### config.mk
export PLATFORM = sky130hd
export DESIGN_NAME = output_telemetry_readout
export DESIGN_NICKNAME = d
export VERILOG_FILES = /design/src/telemetry_pkg.sv /design/src/output_telemetry_readout.sv /design/src/power_product.sv
export VERILOG_INCLUDE_DIRS = /design/src
export SDC_FILE = /design/constraint.sdc
export NUM_CORES = 1
export LEC_CHECK = 0
export BUFFER_PORTS_ARGS = -buffer_cell sky130_fd_sc_hd__buf_2
export CORE_MARGIN = 2
export CORE_UTILIZATION = 33
export DETAILED_ROUTE_END_ITERATION = 10
export GPL_TIMING_DRIVEN = 0
export SYNTH_ARGS = -nofsm -noshare
export SYNTH_HDL_FRONTEND = slang
export SYNTH_SLANG_ARGS = --single-unit
### constraint.sdc
create_clock -name CLOCK_IN -period 1.94 [get_ports CLOCK_IN]
set_clock_uncertainty 0.05 [all_clocks]
set_input_delay 0.388 -clock CLOCK_IN [delete_from_list [all_inputs] [get_ports CLOCK_IN]]
set_output_delay 0.388 -clock CLOCK_IN [all_outputs]
set_load 0.005 [all_outputs]
### src/telemetry_params.svh
// constants for the output telemetry readout block
`ifndef TELEMETRY_PARAMS_SVH
`define TELEMETRY_PARAMS_SVH
`define REG_ADDR_VOLT      8'h17
`define REG_ADDR_CURR      8'h18
`define REG_ADDR_POWER     8'h19
`define READING_MSB        15
`define READING_LSB_12     4
`define RANGE_FIELD_HI     7
`define RANGE_FIELD_LO     6
`define RANGE_LOW_SPAN     2'h0
`define RESERVED_NIBBLE    4'h0
`define READ_ZERO          8'h00
`endif

### src/telemetry_pkg.sv
// types shared by the telemetry readout files
package telemetry_pkg;
    typedef struct packed {
        logic [11:0] volt_code;
        logic [11:0] curr_code;
    } sample_t;
    typedef struct packed {
        logic       valid;
        logic [7:0] data;
    } read_byte_t;
    typedef enum logic [0:0] {
        BYTE_HIGH = 1'b0,
        BYTE_LOW  = 1'b1
    } byte_phase_t;
endpackage
### src/output_telemetry_readout.sv
// output telemetry readout: voltage, current and power registers read bytewise
// Overview of operation
// - voltage register holds 12-bit differential remote sense reading in bits 15:4.
// - voltage read as two bytes: high byte, then low nibble in top bits.
// - voltage code scales 378 uV per step, converter supplies the code.
// - current register holds 12-bit sense resistor drop in bits 15:4.
// - current read as two bytes: high byte, then low nibble in top bits.
// - current step follows range field bits 7:6 of configuration register.
// - power register holds 16-bit product of voltage and current readings.
// - power read as two bytes: high byte first, low byte second.
`timescale 1ns/1ps
`include "telemetry_params.svh"
module output_telemetry_readout
    import telemetry_pkg::*;
#(
    parameter int CODE_W = 12
) (
    input  wire logic              CLOCK_IN,
    input  wire logic              RESET_N_IN,
    input  wire logic [CODE_W-1:0] VOLT_CODE_IN,
    input  wire logic [CODE_W-1:0] CURR_CODE_IN,
    input  wire logic [7:0]        RANGE_CFG_IN,
    input  wire logic              RD_STB_IN,
    input  wire logic [7:0]        RD_ADDR_IN,
    output logic                   RD_VALID_OUT,
    output logic      [7:0]        RD_DATA_OUT,
    output logic      [1:0]        CURR_RANGE_OUT
);
    ////////////////////////////////////////////////////////////////////////
    logic rst_meta_r;
    logic rst_n_r;

    always_ff @(posedge CLOCK_IN or negedge RESET_N_IN) begin
        if (!RESET_N_IN) begin
            rst_meta_r <= 1'b0;
            rst_n_r    <= 1'b0;
        end else begin
            rst_meta_r <= 1'b1;
            rst_n_r    <= rst_meta_r;
        end
    end

    ////////////////////////////////////////////////////////////////////////
    sample_t     live_r;
    sample_t     live_nxt;
    logic [1:0]  range_r;
    logic [1:0]  range_nxt;
    logic [15:0] power_w;

    // converter codes are taken as given; 378 uV/step lives in the converter
    always_comb begin
        live_nxt.volt_code = VOLT_CODE_IN;
        live_nxt.curr_code = CURR_CODE_IN;
        range_nxt          = RANGE_CFG_IN[`RANGE_FIELD_HI:`RANGE_FIELD_LO];
    end

    always_ff @(posedge CLOCK_IN or negedge rst_n_r) begin
        if (!rst_n_r) begin
            live_r  <= '0;
            range_r <= `RANGE_LOW_SPAN;
        end else begin
            live_r  <= live_nxt;
            range_r <= range_nxt;
        end
    end

    // product lags the codes by one cycle
    power_product #(
        .CODE_W    (CODE_W)
    ) u_power (
        .clk_in    (CLOCK_IN),
        .rst_n_in  (rst_n_r),
        .volt_in   (live_r.volt_code),
        .curr_in   (live_r.curr_code),
        .power_out (power_w)
    );

    ////////////////////////////////////////////////////////////////////////
    logic [15:0] word_volt;
    logic [15:0] word_curr;
    logic [15:0] snap_r;
    logic [15:0] snap_nxt;
    logic [7:0]  snap_addr_r;
    logic [7:0]  snap_addr_nxt;
    byte_phase_t phase_r;
    byte_phase_t phase_nxt;
    read_byte_t  out_r;
    read_byte_t  out_nxt;
    logic        mapped;
    logic [15:0] word_sel;

    always_comb begin
        word_volt = {live_r.volt_code, `RESERVED_NIBBLE};
        word_curr = {live_r.curr_code, `RESERVED_NIBBLE};
        mapped    = 1'b1;
        case (RD_ADDR_IN)
            `REG_ADDR_VOLT:  word_sel = word_volt;
            `REG_ADDR_CURR:  word_sel = word_curr;
            `REG_ADDR_POWER: word_sel = power_w;
            default: begin
                word_sel = 16'h0000;
                mapped   = 1'b0;
            end
        endcase
        snap_nxt      = snap_r;
        snap_addr_nxt = snap_addr_r;
        phase_nxt     = phase_r;
        out_nxt.valid = RD_STB_IN;
        out_nxt.data  = `READ_ZERO;
        if (RD_STB_IN) begin
            // low byte only from the snapshot when same register follows
            if (phase_r == BYTE_LOW && RD_ADDR_IN == snap_addr_r) begin
                out_nxt.data = snap_r[7:0];
                phase_nxt    = BYTE_HIGH;
            end else if (mapped) begin
                snap_nxt      = word_sel;
                snap_addr_nxt = RD_ADDR_IN;
                out_nxt.data  = word_sel[`READING_MSB -: 8];
                phase_nxt     = BYTE_LOW;
            end else begin
                phase_nxt = BYTE_HIGH;
            end
        end
    end

    always_ff @(posedge CLOCK_IN or negedge rst_n_r) begin
        if (!rst_n_r) begin
            snap_r      <= 16'h0000;
            snap_addr_r <= 8'h00;
            phase_r     <= BYTE_HIGH;
            out_r       <= '0;
        end else begin
            snap_r      <= snap_nxt;
            snap_addr_r <= snap_addr_nxt;
            phase_r     <= phase_nxt;
            out_r       <= out_nxt;
        end
    end

    assign RD_VALID_OUT   = out_r.valid;
    assign RD_DATA_OUT    = out_r.data;
    assign CURR_RANGE_OUT = range_r;

    ////////////////////////////////////////////////////////////////////////
    property p_volt_layout;
        @(posedge CLOCK_IN) disable iff (!rst_n_r)
        RD_STB_IN && RD_ADDR_IN == `REG_ADDR_VOLT && phase_r == BYTE_HIGH
        |=> RD_DATA_OUT == $past(live_r.volt_code[11:4]);
    endproperty
    a_volt_layout: assert property (p_volt_layout) else $error("voltage high byte wrong");

    // low nibble held from the code seen at the high-byte read, not from the snapshot register
    property p_volt_low;
        logic [3:0] n;
        @(posedge CLOCK_IN) disable iff (!rst_n_r)
        (RD_STB_IN && RD_ADDR_IN == `REG_ADDR_VOLT && phase_r == BYTE_HIGH, n = live_r.volt_code[3:0]) ##1
        RD_STB_IN && RD_ADDR_IN == `REG_ADDR_VOLT
        |=> RD_DATA_OUT == {n, `RESERVED_NIBBLE};
    endproperty
    a_volt_low: assert property (p_volt_low) else $error("voltage low byte wrong");

    property p_curr_high;
        @(posedge CLOCK_IN) disable iff (!rst_n_r)
        RD_STB_IN && RD_ADDR_IN == `REG_ADDR_CURR && phase_r == BYTE_HIGH
        |=> RD_DATA_OUT == $past(live_r.curr_code[11:4]);
    endproperty
    a_curr_high: assert property (p_curr_high) else $error("current high byte wrong");

    property p_curr_low;
        @(posedge CLOCK_IN) disable iff (!rst_n_r)
        RD_STB_IN && RD_ADDR_IN == `REG_ADDR_CURR && phase_r == BYTE_HIGH ##1
        RD_STB_IN && RD_ADDR_IN == `REG_ADDR_CURR
        |=> RD_DATA_OUT[3:0] == 4'h0;
    endproperty
    a_curr_low: assert property (p_curr_low) else $error("current reserved bits set");

    property p_range;
        @(posedge CLOCK_IN) disable iff (!rst_n_r)
        1'b1 |=> CURR_RANGE_OUT == $past(RANGE_CFG_IN[`RANGE_FIELD_HI:`RANGE_FIELD_LO]);
    endproperty
    a_range: assert property (p_range) else $error("range field not followed");

    property p_power;
        @(posedge CLOCK_IN) disable iff (!rst_n_r)
        1'b1 |=> power_w == 16'((24'($past(live_r.volt_code)) * 24'($past(live_r.curr_code))) >> 8);
    endproperty
    a_power: assert property (p_power) else $error("power product wrong");

    property p_power_pair;
        logic [15:0] w;
        @(posedge CLOCK_IN) disable iff (!rst_n_r)
        (RD_STB_IN && RD_ADDR_IN == `REG_ADDR_POWER && phase_r == BYTE_HIGH, w = power_w) ##1
        (RD_STB_IN && RD_ADDR_IN == `REG_ADDR_POWER)
        |=> RD_DATA_OUT == w[7:0] && $past(RD_DATA_OUT) == w[15:8];
    endproperty
    a_power_pair: assert property (p_power_pair) else $error("power bytes not paired");

    property p_snapshot;
        logic [15:0] w;
        @(posedge CLOCK_IN) disable iff (!rst_n_r)
        (RD_STB_IN && RD_ADDR_IN == `REG_ADDR_VOLT && phase_r == BYTE_HIGH, w = word_volt) ##1
        first_match(##[0:15] RD_STB_IN) ##0 RD_ADDR_IN == `REG_ADDR_VOLT
        |=> RD_DATA_OUT == w[7:0];
    endproperty
    a_snapshot: assert property (p_snapshot) else $error("low byte from other sample");

    property p_valid;
        @(posedge CLOCK_IN) disable iff (!rst_n_r)
        RD_STB_IN |=> RD_VALID_OUT ##1 ($past(RD_STB_IN) == RD_VALID_OUT);
    endproperty
    a_valid: assert property (p_valid) else $error("read valid not one cycle after strobe");

    c_volt_pair: cover property (@(posedge CLOCK_IN) disable iff (!rst_n_r)
        RD_STB_IN && RD_ADDR_IN == `REG_ADDR_VOLT ##1 RD_STB_IN && RD_ADDR_IN == `REG_ADDR_VOLT);
    c_power_pair: cover property (@(posedge CLOCK_IN) disable iff (!rst_n_r)
        RD_STB_IN && RD_ADDR_IN == `REG_ADDR_POWER ##1 RD_STB_IN && RD_ADDR_IN == `REG_ADDR_POWER);
    c_range_change: cover property (@(posedge CLOCK_IN) disable iff (!rst_n_r)
        CURR_RANGE_OUT != $past(CURR_RANGE_OUT));
    c_snap_gap: cover property (@(posedge CLOCK_IN) disable iff (!rst_n_r)
        RD_STB_IN && RD_ADDR_IN == `REG_ADDR_VOLT ##1 !RD_STB_IN ##1 RD_STB_IN && RD_ADDR_IN == `REG_ADDR_VOLT);
    c_unmapped: cover property (@(posedge CLOCK_IN) disable iff (!rst_n_r)
        RD_STB_IN && !mapped);
endmodule

### src/power_product.sv
// registered voltage-by-current product, top 16 bits kept
`timescale 1ns/1ps
module power_product
    import telemetry_pkg::*;
#(
    parameter int CODE_W = 12
) (
    input  wire logic              clk_in,
    input  wire logic              rst_n_in,
    input  wire logic [CODE_W-1:0] volt_in,
    input  wire logic [CODE_W-1:0] curr_in,
    output logic      [15:0]       power_out
);
    logic [2*CODE_W-1:0] prod;
    logic [15:0]         power_nxt;
    logic [15:0]         power_r;

    // keep the upper 16 bits of the full product so full scale fits
    always_comb begin
        prod      = volt_in * curr_in;
        power_nxt = prod[2*CODE_W-1 -: 16];
    end

    always_ff @(posedge clk_in or negedge rst_n_in) begin
        if (!rst_n_in) begin
            power_r <= 16'h0000;
        end else begin
            power_r <= power_nxt;
        end
    end

    assign power_out = power_r;
endmodule

==> metrics.yaml <==
power:
  power_frac_seq_pct: 14.7
  powerDensity_nw_per_um2: 1420
  net-switching-power_w: 0.00560
  p_int_w: 0.00753
  power.total_w: 0.0131
  p_comb_share_pct: 71.5
  clockPowerShare_pct: 13.9
  cellLeakagePower_nw: 4.64
  p_sw_share_pct: 42.7
  vdd_drop_max_mv: 1.08
floorplanning:
  pin_count: 54
  dieArea_sq_um: 22400
  die_x_um: 150
  start_util_pct: 33.4
  core_region_area_sq_um: 21000
  row_count: 53
  dieHeight_um: 150
setup_path:
  cpMaxStageDelayCell: "fa_1"
  worstSetupPathType: "register to register"
  cpPeakStageDelay_ns: 0.54
  required_ns: 2.14
  path_buf_inv: 6
  cp_max_fo: 4
  reg2reg_from: "live_r[15]"
  crit_chain: "clkbuf_16 -> and2_4 -> fa_1 -> inv_2 -> fa_1 -> inv_2 -> fa_2 -> fa_1 -> inv_2 -> fa_1 -> inv_2 -> ha_4 -> and4_1 -> nand2_2 -> or3_4 -> nand4_1 -> buf_4 -> nand2_4 -> o211ai_1"
  cp-start-kind: "register"
  crit_family: "adder cells"
  timing.rr.end: "u_power.power_out[15]"
  worstPathArrival_ns: 5.28
  rrSetupSlack_ns: -3.14
  reg2regPathDepth: 19
  end_kind: "register"
timing:
  rsz0062_at_grt: "yes"
  max-slew-margin-rel_pct: 42.8
  slew_violations: 0
  layout_setup_ws_ns: -3.14
  fin_crit_ns: 5.08
  worst_slew_pin_slew_ns: 0.858
  setup_viol: 16
  min_period_over_period_pct: 262
  timing.fmax_mhz: 197
  hold_violations: 0
logic_synthesis:
  synth_area_per_cell_sq_um: 9.56
  ys_seq_elements: 70
  yosysSeqAreaShare_pct: 25.0
  async_flop_share_pct: 100
  synth-edff-count: 0
  netlist_instances: 733
  yosys.cell_types.count: 48
  ys_warn_count: 0
  syn_nets: 933
  synthFlopType: "dfrtp_1"
  synth_area_sq_um: 7010
clock_tree:
  numCtsBuffers: 9
  clk_pin_slew_ns: 0.06
  cts_tree: "done"
  cts_root_buffer: "clkbuf_16"
  clkSinkCount: 70
  htreeDepth: 3
  clock_path_buffers: 2
  clkLatencyLatePin_ns: 0.34
placement:
  gp_congestion: 0.839
  dp_hpwl_um: 12900
  portBuffers: 46
  preCtsSetupSlack_ns: -3.31
worst_hold_path:
  hold_end: "live_r[22]"
  hold_depth: 1
  min-delay-start: "VOLT_CODE_IN[10]"
  hp-class: "primary input to register"
outcome:
  failed_checks: "setup timing"
  status: "complete, but fails checks"
route:
  drc: 0
  vias: 5388
  avgViaCountPerCell: 4.69
  dr.pass1.iters: 4
  drt-initial-drc-count: 302
  drt_wl_total_um: 18000
  routedWlPerCell_um: 15.6
  antenna_left: 0
global_route:
  grt_pass1_vias: 5486
  grt_max_degree: 69
  antenna_found_initial: 0
  overflow: 0
  grt_usage_pct: 16.5
  grt_pass1_wl_um: 28600
final_layout:
  antennaDiodeCount: 0
  finish.net_count: 1070
  syn_to_final_growth_pct: 32.0
  final_layout_size_suffix_gt1_share_pct: 30.9
flow_run:
  cap_violations: 0
==> layer usage <==
| metal | vias to the layer above | track usage, % | part of all wire [%] |
|---|---|---|---|
| met5 | - | 0 | 0 |
| met1 | 2718 | 23.3 | 45 |
| met4 | 0 | 3.16 | 1.2 |
| li1 | 2545 | - | - |
| met2 | 108 | 27.8 | 50 |
| met3 | 17 | 1.83 | 3.7 |
==> how the worst max path moves through the flow <==
stage	start	end	slack, ns	depth (start not counted)
after global placement	live_r[22]	u_power.power_out[15]	-3.31	18
after global routing	live_r[20]	u_power.power_out[15]	-3.30	19
after detailed placement	live_r[22]	u_power.power_out[15]	-3.31	18
after CTS	live_r[15]	u_power.power_out[14]	-3.10	18
after floorplan	live_r[6]	u_power.power_out[15]	-2.75	17
final	live_r[15]	u_power.power_out[15]	-3.14	19
==> power by group through the flow <==
stage | clock (W) | sequential [W] | combinational, W
floorplan | 0 | 0.00190 | 0.00552
global placement | 0 | 0.00195 | 0.00681
detailed placement | 0 | 0.00195 | 0.00682
CTS | 0.00185 | 0.00192 | 0.00794
global route | 0.00193 | 0.00195 | 0.0104
finish | 0.00182 | 0.00192 | 0.00938
==> placed cells by master, fill, tap and decap left out, types with 14 or more instances in the layout <==
master,n
inv_1,114
buf_4,68
fa_1,92
nand2_1,124
and2_1,56
dfrtp_2,18
o21ai_0,21
ha_1,48
xnor2_1,17
clkbuf_16,14
buf_2,47
dfrtp_1,51
==> sequential cells by signal (all words and copies together) (netlist names) <==
register	flops
CURR_RANGE_OUT	2
RD_DATA_OUT	8
RD_VALID_OUT	1
live_r	24
phase_r	1
rst_meta_r	1
rst_n_r	1
snap_addr_r	8
snap_r	8
u_power.power_out	16
==> cells in the mapped netlist, types with 2 or more instances <==
master	count	share of area, %
nand2b_1	2	0.18
a21o_1	4	0.43
fa_1	99	28
a221oi_1	4	0.50
inv_1	125	6.7
mux2i_1	8	1.1
and3_1	2	0.18
xor2_1	5	0.62
nand4_1	4	0.36
a32o_1	5	0.71
o211ai_1	2	0.21
a21oi_1	14	1.0
buf_4	2	0.21
buf_2	4	0.29
nor2_1	15	0.80
nor3_1	5	0.36
dfrtp_1	70	25
nand3_1	9	0.64
and2_1	65	5.8
nand2_1	136	7.3
xnor2_1	17	2.1
ha_1	58	10
clkbuf_1	26	1.4
a31o_2	2	0.25
and4_1	3	0.38
o21ai_0	23	1.6
o21a_1	3	0.32
==> area by class of cell <==
type                    instances  area, sq um
fillers                      2063        11700
inverters                     125          469
clock inverters                 7          106
plain buffers                  35          430
flip-flops and latches         70         1780
multi-input cells             503         4970
clock buffers                   9          225
repair buffers                126          926
well taps                     275          344
==> timing repair <==
item / in CTS / in global routing
endpoints found under the setup margin: 16 / 27
setup buffers: 43 / 33
gates cloned: 0 / 3
hold endpoints to repair: 2 / 0
pin swaps: 33 / 32
hold buffers: 1 / 0
resized for setup: 67 / 62
==> per-stage QoR <==
step,std cells,TNS (ns),area [sq um],utilization [%],hold WS (ns)
after detailed placement,1054,-48.68,7820,37.3,0.124
after CTS,1114,-44.01,8740,41.7,0.0942
after global routing,1150,-46.62,9250,44.1,0.0920
after floorplan,733,-38.75,7240,-,0.0424
final,1150,-44.44,9250,44.1,0.103
after global placement,1054,-48.67,7810,37.3,0.123
==> cells by family after synthesis <==
| group | share of synthesized area [%] |
|---|---|
| AND/OR/NAND/NOR | 17.4 |
| buffers and inverters | 8.87 |
| adder cells (fa/ha/maj) | 38.6 |
| flip-flops | 25.0 |
| AO/OA/AOI/OAI | 6.14 |
| XOR/XNOR | 2.75 |
| multiplexers | 1.14 |
| other | 0.0535 |
(Power assumes the default switching activity.)
